### src/udc4_pkg.sv
// Constants shared by the up/down cascadable counter and its register slave.
// Assumes a single 32-bit AHB-Lite slave port with word-aligned registers.
package udc4_pkg;

    // Counter geometry and values.
    localparam int CNT_W = 4;
    localparam logic [CNT_W-1:0] CNT_ZERO = 4'h0;
    localparam logic [CNT_W-1:0] CNT_ONE = 4'h1;
    localparam logic [CNT_W-1:0] CNT_ALL_ONES = 4'hf;

    // Bus geometry.
    localparam int DATA_W = 32;
    localparam int ADDR_DEC_W = 8;
    localparam int HTRANS_ACTIVE_BIT = 1;
    localparam logic HRESP_OKAY = 1'b0;
    localparam logic HREADY_RST = 1'b1;
    localparam logic [DATA_W-1:0] RDATA_RST = 32'h0000_0000;

    // Register byte offsets.
    localparam logic [ADDR_DEC_W-1:0] ADDR_CTRL = 8'h00;
    localparam logic [ADDR_DEC_W-1:0] ADDR_PRESET = 8'h04;
    localparam logic [ADDR_DEC_W-1:0] ADDR_STATUS = 8'h08;

    // Control register: write-one command bits, read back as pending.
    localparam int CTRL_W = 3;
    localparam int CTRL_LOAD_BIT = 0;
    localparam int CTRL_UP_BIT = 1;
    localparam int CTRL_DOWN_BIT = 2;

    // Status register layout: count in the low bits, then the flags.
    localparam int STAT_W = 8;
    localparam int STAT_COUNT_LSB = 0;
    localparam int STAT_UP_FLAG_BIT = 4;
    localparam int STAT_DOWN_FLAG_BIT = 5;
    localparam int STAT_UP_CARRY_BIT = 6;
    localparam int STAT_DOWN_CARRY_BIT = 7;

endpackage : udc4_pkg

### src/udc4_stage.sv
// One loadable bidirectional counter stage with terminal and carry gates.
// Assumes load has priority over counting and that clear_n is asynchronous.
`timescale 1ns/100ps
`default_nettype none

module udc4_stage
    import udc4_pkg::*;
(
    // Clock, clear and freeze.
    input wire logic clk,
    input wire logic clear_n,
    input wire logic ce,
    // Counting controls.
    input wire logic load,
    input wire logic up_en,
    input wire logic down_en,
    input wire logic [CNT_W-1:0] load_data,
    // Count and flags.
    output logic [CNT_W-1:0] count,
    output logic up_flag,
    output logic down_flag,
    output logic up_carry,
    output logic down_carry
);

    logic [CNT_W-1:0] next_count;
    logic [CNT_W-1:0] count_inc;
    logic [CNT_W-1:0] count_dec;

    // Both enables high falls through to the increment branch.
    assign count_inc = count + CNT_ONE;
    assign count_dec = count - CNT_ONE;
    assign next_count = load ? load_data :
                        up_en ? count_inc :
                        down_en ? count_dec :
                        count;

    // Every stage updates on the same edge; nothing ripples between stages.
    always_ff @(posedge clk or negedge clear_n)
    begin
        if (!clear_n)
        begin
            count <= CNT_ZERO;
        end
        else if (ce)
        begin
            count <= next_count;
        end
    end

    // Plain gates so a chained stage sees its enable in the same cycle.
    assign up_flag = (count == CNT_ALL_ONES);
    assign down_flag = (count == CNT_ZERO);
    assign up_carry = up_flag & up_en;
    assign down_carry = down_flag & down_en;

endmodule // udc4_stage
`default_nettype wire

### src/udc4_counter.sv
// Top of the cascadable up/down counter with an AHB-Lite register slave.
// Assumes the pin inputs are synchronous to clk and that neighbouring
// stages share clk, load and clear, as the cascade expects.
//
// Operation
// - Four-bit loadable, clearable, bidirectional synchronous counter.
// - Clear high forces zero and flags immediately.
// - Load copies preset on edge, ignoring enables.
// - Up enable increments count on edge.
// - Down enable decrements count on edge.
// - No enable, no load: count holds.
// - Up carry: all ones and up enable.
// - Down carry: all zeros and down enable.
// - Up flag: all ones, enable ignored.
// - Down flag: all zeros, enable ignored.
// - Flag and carries are ungated combinational ANDs.
// - Reset gives zero count, flags low/high.
// - All stages update in one clock.
//
// Our own choices: the register addresses and register access over AHB-Lite.
`timescale 1ns/100ps
`default_nettype none

module udc4_counter
    import udc4_pkg::*;
(
    // Clock, reset and freeze.
    input wire logic clk,
    input wire logic reset_n,
    input wire logic ce,
    // Counter controls from neighbouring logic.
    input wire logic async_zeroing_input,
    input wire logic load_strobe,
    input wire logic up_count_enable,
    input wire logic down_count_enable,
    input wire logic [CNT_W-1:0] preset_value,
    // Counter results.
    output logic [CNT_W-1:0] count_value,
    output logic up_terminal_flag,
    output logic down_terminal_flag,
    output logic up_carry_out,
    output logic down_carry_out,
    // AHB-Lite slave.
    input wire logic hsel,
    input wire logic [DATA_W-1:0] haddr,
    input wire logic [1:0] htrans,
    input wire logic hwrite,
    input wire logic [2:0] hsize,
    input wire logic [DATA_W-1:0] hwdata,
    input wire logic hready,
    output logic hreadyout,
    output logic hresp,
    output logic [DATA_W-1:0] hrdata
);

    logic rst_meta;
    logic rst_sync;
    logic dp_write;
    logic [ADDR_DEC_W-1:0] dp_addr;
    logic pend_load;
    logic pend_up;
    logic pend_down;
    logic [CNT_W-1:0] preset_reg;
    logic [DATA_W-1:0] next_hrdata;

    // Reset release through two flops; assertion is immediate.
    always_ff @(posedge clk or negedge reset_n)
    begin
        if (!reset_n)
        begin
            rst_meta <= 1'b0;
            rst_sync <= 1'b0;
        end
        else
        begin
            rst_meta <= 1'b1;
            rst_sync <= rst_meta;
        end
    end

    // The pin clear bypasses the clock, so it joins the reset net directly.
    // A glitch on that pin will clear the count; drive it cleanly.
    wire clear_n = rst_sync & ~async_zeroing_input;

    // Software commands merge with the pins; software load uses its own
    // preset register so a pin preset cannot corrupt it.
    wire load_eff = load_strobe | pend_load;
    wire up_eff = up_count_enable | pend_up;
    wire down_eff = down_count_enable | pend_down;
    wire [CNT_W-1:0] load_data = pend_load ? preset_reg : preset_value;

    udc4_stage u_stage (
        .clk(clk),
        .clear_n(clear_n),
        .ce(ce),
        .load(load_eff),
        .up_en(up_eff),
        .down_en(down_eff),
        .load_data(load_data),
        .count(count_value),
        .up_flag(up_terminal_flag),
        .down_flag(down_terminal_flag),
        .up_carry(up_carry_out),
        .down_carry(down_carry_out)
    );

    // Bus address phase and decode.
    wire addr_phase = hsel & htrans[HTRANS_ACTIVE_BIT] & hready;
    wire rd_phase = addr_phase & ~hwrite;
    wire [ADDR_DEC_W-1:0] a_addr = haddr[ADDR_DEC_W-1:0];
    wire wr_ctrl = dp_write & (dp_addr == ADDR_CTRL);
    wire wr_preset = dp_write & (dp_addr == ADDR_PRESET);

    wire set_load = wr_ctrl & hwdata[CTRL_LOAD_BIT];
    wire set_up = wr_ctrl & hwdata[CTRL_UP_BIT];
    wire set_down = wr_ctrl & hwdata[CTRL_DOWN_BIT];

    // A command waits while the block is frozen; a new write wins over
    // the consumption in the same cycle so no request is lost.
    wire next_pend_load = set_load | (pend_load & ~ce);
    wire next_pend_up = set_up | (pend_up & ~ce);
    wire next_pend_down = set_down | (pend_down & ~ce);

    wire [CTRL_W-1:0] ctrl_word = {pend_down, pend_up, pend_load};
    wire [STAT_W-1:0] stat_word = {down_carry_out, up_carry_out,
                                   down_terminal_flag, up_terminal_flag,
                                   count_value};
    wire [DATA_W-1:0] rd_ctrl = {{(DATA_W-CTRL_W){1'b0}}, ctrl_word};
    wire [DATA_W-1:0] rd_preset = {{(DATA_W-CNT_W){1'b0}}, preset_reg};
    wire [DATA_W-1:0] rd_status = {{(DATA_W-STAT_W){1'b0}}, stat_word};

    // Unmapped offsets read as zero and ignore writes.
    assign next_hrdata = (a_addr == ADDR_CTRL) ? rd_ctrl :
                         (a_addr == ADDR_PRESET) ? rd_preset :
                         (a_addr == ADDR_STATUS) ? rd_status :
                         RDATA_RST;

    // The bus slave keeps running while ce is low so software never hangs.
    always_ff @(posedge clk or negedge rst_sync)
    begin
        if (!rst_sync)
        begin
            dp_write <= 1'b0;
            dp_addr <= ADDR_CTRL;
        end
        else
        begin
            dp_write <= addr_phase & hwrite;
            dp_addr <= a_addr;
        end
    end

    always_ff @(posedge clk or negedge rst_sync)
    begin
        if (!rst_sync)
        begin
            pend_load <= 1'b0;
            pend_up <= 1'b0;
            pend_down <= 1'b0;
        end
        else
        begin
            pend_load <= next_pend_load;
            pend_up <= next_pend_up;
            pend_down <= next_pend_down;
        end
    end

    always_ff @(posedge clk or negedge rst_sync)
    begin
        if (!rst_sync)
        begin
            preset_reg <= CNT_ZERO;
        end
        else if (wr_preset)
        begin
            preset_reg <= hwdata[CNT_W-1:0];
        end
    end

    // Read data is captured at the end of the address phase, which gives
    // zero wait states at the cost of a snapshot one cycle old.
    always_ff @(posedge clk or negedge rst_sync)
    begin
        if (!rst_sync)
        begin
            hrdata <= RDATA_RST;
        end
        else if (rd_phase)
        begin
            hrdata <= next_hrdata;
        end
    end

    always_ff @(posedge clk or negedge rst_sync)
    begin
        if (!rst_sync)
        begin
            hreadyout <= HREADY_RST;
            hresp <= HRESP_OKAY;
        end
        else
        begin
            hreadyout <= HREADY_RST;
            hresp <= HRESP_OKAY;
        end
    end

    wire run_load = ce & load_eff & ~async_zeroing_input;
    wire run_up = ce & ~load_eff & up_eff & ~down_eff & ~async_zeroing_input;
    wire run_down = ce & ~load_eff & ~up_eff & down_eff &
                    ~async_zeroing_input;
    wire run_both = ce & ~load_eff & up_eff & down_eff &
                    ~async_zeroing_input;
    wire run_hold = ~load_eff & ~up_eff & ~down_eff & ~async_zeroing_input;
endmodule // udc4_counter
`default_nettype wire

### config.mk
export PLATFORM = sky130hd
export DESIGN_NAME = udc4_counter
export DESIGN_NICKNAME = d
export VERILOG_FILES = /design/src/udc4_pkg.sv /design/src/udc4_stage.sv /design/src/udc4_counter.sv
export SDC_FILE = /design/constraint.sdc
export NUM_CORES = 1
export LEC_CHECK = 0
export ABC_AREA = 1
export BUFFER_PORTS_ARGS = -buffer_cell sky130_fd_sc_hd__buf_4
export CAP_MARGIN = 10
export CORE_ASPECT_RATIO = 1.2
export CORE_UTILIZATION = 40
export CTS_CLUSTER_SIZE = 8
export DETAILED_ROUTE_END_ITERATION = 10
export GPL_ROUTABILITY_DRIVEN = 0
export PLACE_DENSITY = 0.8
export SLEW_MARGIN = 25
export SYNTH_ARGS = -nofsm -noshare
export SYNTH_HDL_FRONTEND = slang
export SYNTH_SLANG_ARGS = --single-unit
### constraint.sdc
create_clock -name clk -period 1.35 [get_ports clk]
set_clock_uncertainty 0.1 [all_clocks]
set_input_delay 0.2025 -clock clk [delete_from_list [all_inputs] [get_ports clk]]
set_output_delay 0.2025 -clock clk [all_outputs]
set_load 0.005 [all_outputs]
==> flow_summary_export.csv <==
group,metric,value,unit
placed_design,placedInstanceArea,2020,um2
layout,layout_common_cells,"buf_4, nand2_1, conb_1",
layout,num_antenna_cells,0,
grt,grt.overflow.total,0,
cts,clkTransAtPathRegs,60,ps
detailed_routing,firstDrtPassIters,4,
power_and_ir_drop,ir_drop,0.511,mV
logic_synthesis,synth.distinct_cells,23,
layout,multi_input_area,806,um2
worst_setup_path,cp.required,1050,ps
die,start_util,42.0,%
die,die_h,72.8,um
cts,cts_tree,"built",
grt,grt.busiest_layer,"met2",
die,pin_count,125,
sta,period_share,115,%
logic_synthesis,ys_ff_latch,30,
sta,rsz0062_at_grt,"yes",
grt,grt_usage,20.3,%
layout,syn_to_final_growth,47.2,%
cts,clockRootBuffer,"clkbuf_8",
layout,drive_above_1_share,35.4,%
logic_synthesis,postSynthAreaPerCell,7.66,um2
cts,clock_latency,290,ps
grt,grt_max_degree,14,
worst_setup_path,reg2reg_slack,-50,ps
grt,grt_pass1_vias,1469,
sta,hold_violations,0,
die,coreArea,3970,um2
detailed_routing,routedWlPerCell,12.2,um
sta,slew_viol_final,0,
worst_setup_path,crit_arrival,1250,ps
hold_path,hp-class,"in -> reg",
placed_design,hpwl,2810,um
layout,fin_nets,385,
logic_synthesis,synth_warnings,0,
logic_synthesis,ys_seq_area_share,45.0,%
grt,use_met1,21.3,%
detailed_routing,first_iter_violations,31,
grt,use_met2,36.0,%
power_and_ir_drop,p_leak,1.33,nW
worst_setup_path,endpoint_kind,"primary output",
detailed_routing,detail-route-antenna-nets,0,
layout,final_common_cell,"buf_4",
sta,layout_setup_ws,-202,ps
grt,use_met3,5.32,%
cts,cts_inserted_buffers,5,
layout,top_regs,"dp_addr: 8 flops, hrdata: 8 flops",
detailed_routing,wirelength,4350,um
status,status,"complete, but fails checks",
layout,nFillCells,337,
run,maxCapViolCount,0,
placed_design,dp_cells,321,
cts,cts.path.max_buffers,2,
layout,design_area,2460,um2
detailed_routing,num_vias,1632,
sta,layout_min_cycle_time,1550,ps
logic_synthesis,postSynthCellCount,218,
die,die_area,4440,um2
sta,fmax,644,MHz
worst_setup_path,worstSetupPathType,"reg -> out",
worst_setup_path,crit_fanout,4,
grt,antenna_found_initial,0,
layout,fin_cells,356,
die,die_x,61.0,um
sta,setup_viol,10,
grt,grt_pass1_wl,6400,um
layout,regArea,756,um2
detailed_routing,drc_errors,0,
cts,ctsHtreeMaxLevel,2,
placed_design,portBuffers,42,
die,rows,25,
cts,cts_sinks,30,
power_and_ir_drop,power_density,958,nW/um2
logic_synthesis,netlist_area,1670,um2
status,violations,"negative setup slack",
worst_setup_path,start_kind,"flip-flop",
detailed_routing,via_per_inst,4.58,
==> report_power, final <==
part / switching [mW] / leakage (nW) / internal, mW
clock: 0.338 / 0.0482 / 0.410
sequential: 0.0523 / 0.364 / 0.945
combinational: 0.282 / 0.919 / 0.326
==> layout make-up <==
type / instances / area share, %
clock buffer: 7 / 3.51
inverter: 22 / 3.46
sequential: 30 / 30.8
clock inverter: 1 / 0.204
timing repair buffer: 79 / 26.5
tap: 54 / 2.75
multi-input combinational: 163 / 32.8
==> cell families after synthesis <==
| family | after synthesis | synth area share, % |
|---|---|---|
| AO/OA/AOI/OAI | 21 | 6.82 |
| flip-flops | 30 | 45.0 |
| buffers and inverters | 50 | 17.2 |
| other | 2 | 0.450 |
| XOR/XNOR | 1 | 0.525 |
| AND/OR/NAND/NOR | 113 | 29.3 |
| adder cells (fa/ha/maj) | 1 | 0.750 |
==> cell usage after synthesis, drive strengths merged <==
library cell / count / share of area, %
nand2: 63 / 14
a21oi: 8 / 2.4
dfrtp: 30 / 45
nand3: 20 / 6.0
ha: 1 / 0.75
o21ai: 9 / 2.7
or2: 1 / 0.52
xor2: 1 / 0.52
o22ai: 1 / 0.38
inv: 22 / 4.9
clkbuf: 2 / 0.52
o211ai: 3 / 1.3
nor2: 23 / 5.5
nand4: 3 / 1.1
buf: 26 / 12
nor3: 3 / 1.9
conb: 2 / 0.45
==> critical path, stage by stage, from the launching register on <==
cell     delay, ps
dfrtp_2        410
buf_6          110
nand4_1        160
nor2_2         160
buf_4          130
==> timing repair <==
| action | 4_1_cts | 5_1_grt |
|---|---|---|
| endpoints found under the setup margin | 12 | 15 |
| hold endpoints to repair | 14 | 0 |
| buffers inserted | 10 | 8 |
| pin swaps | 6 | 15 |
| hold buffers | 10 | 0 |
| resized for setup | 12 | 28 |
==> layer usage <==
layer / part of all wire, % / up-vias / wire [um]
li1: - / 799 / -
met1: 38 / 751 / 1650
met2: 53 / 68 / 2300
met3: 5.8 / 14 / 250
met4: 3.4 / 0 / 147
met5: 0 / - / 0
==> through the flow <==
stage | setup TNS, ps | worst slack [ps] | power (mW) | utilization, % | hold slack (ps)
global placement | -8.12 | -3.47 | 1.38 | 50.9 | -113
global route | -1660 | -267 | 2.49 | 61.9 | 7.24
CTS | -877 | -188 | 2.24 | 58.4 | 3.75
finish | -1080 | -202 | 2.35 | 61.9 | 16.3
floorplan | -34.4 | -22.2 | 1.24 | - | -193
detailed placement | -195 | -49.3 | 1.39 | 50.9 | -112
==> worst paths after layout <==
| path | start | end | depth (start not counted) |
|---|---|---|---|
| worst min-delay path | ce | pend_up | 2 |
| worst max-delay path | u_stage.count[1] | up_carry_out | 4 |
| min in group asynchronous | reset_n | rst_meta | 2 |
| worst min register to register | rst_sync | pend_down | 1 |
| max in group asynchronous | async_zeroing_input | u_stage.count[3] | 3 |
| worst max register to register | u_stage.count[2] | hrdata[2] | 7 |
No activity file was read; power rests on OpenSTA's default activity.
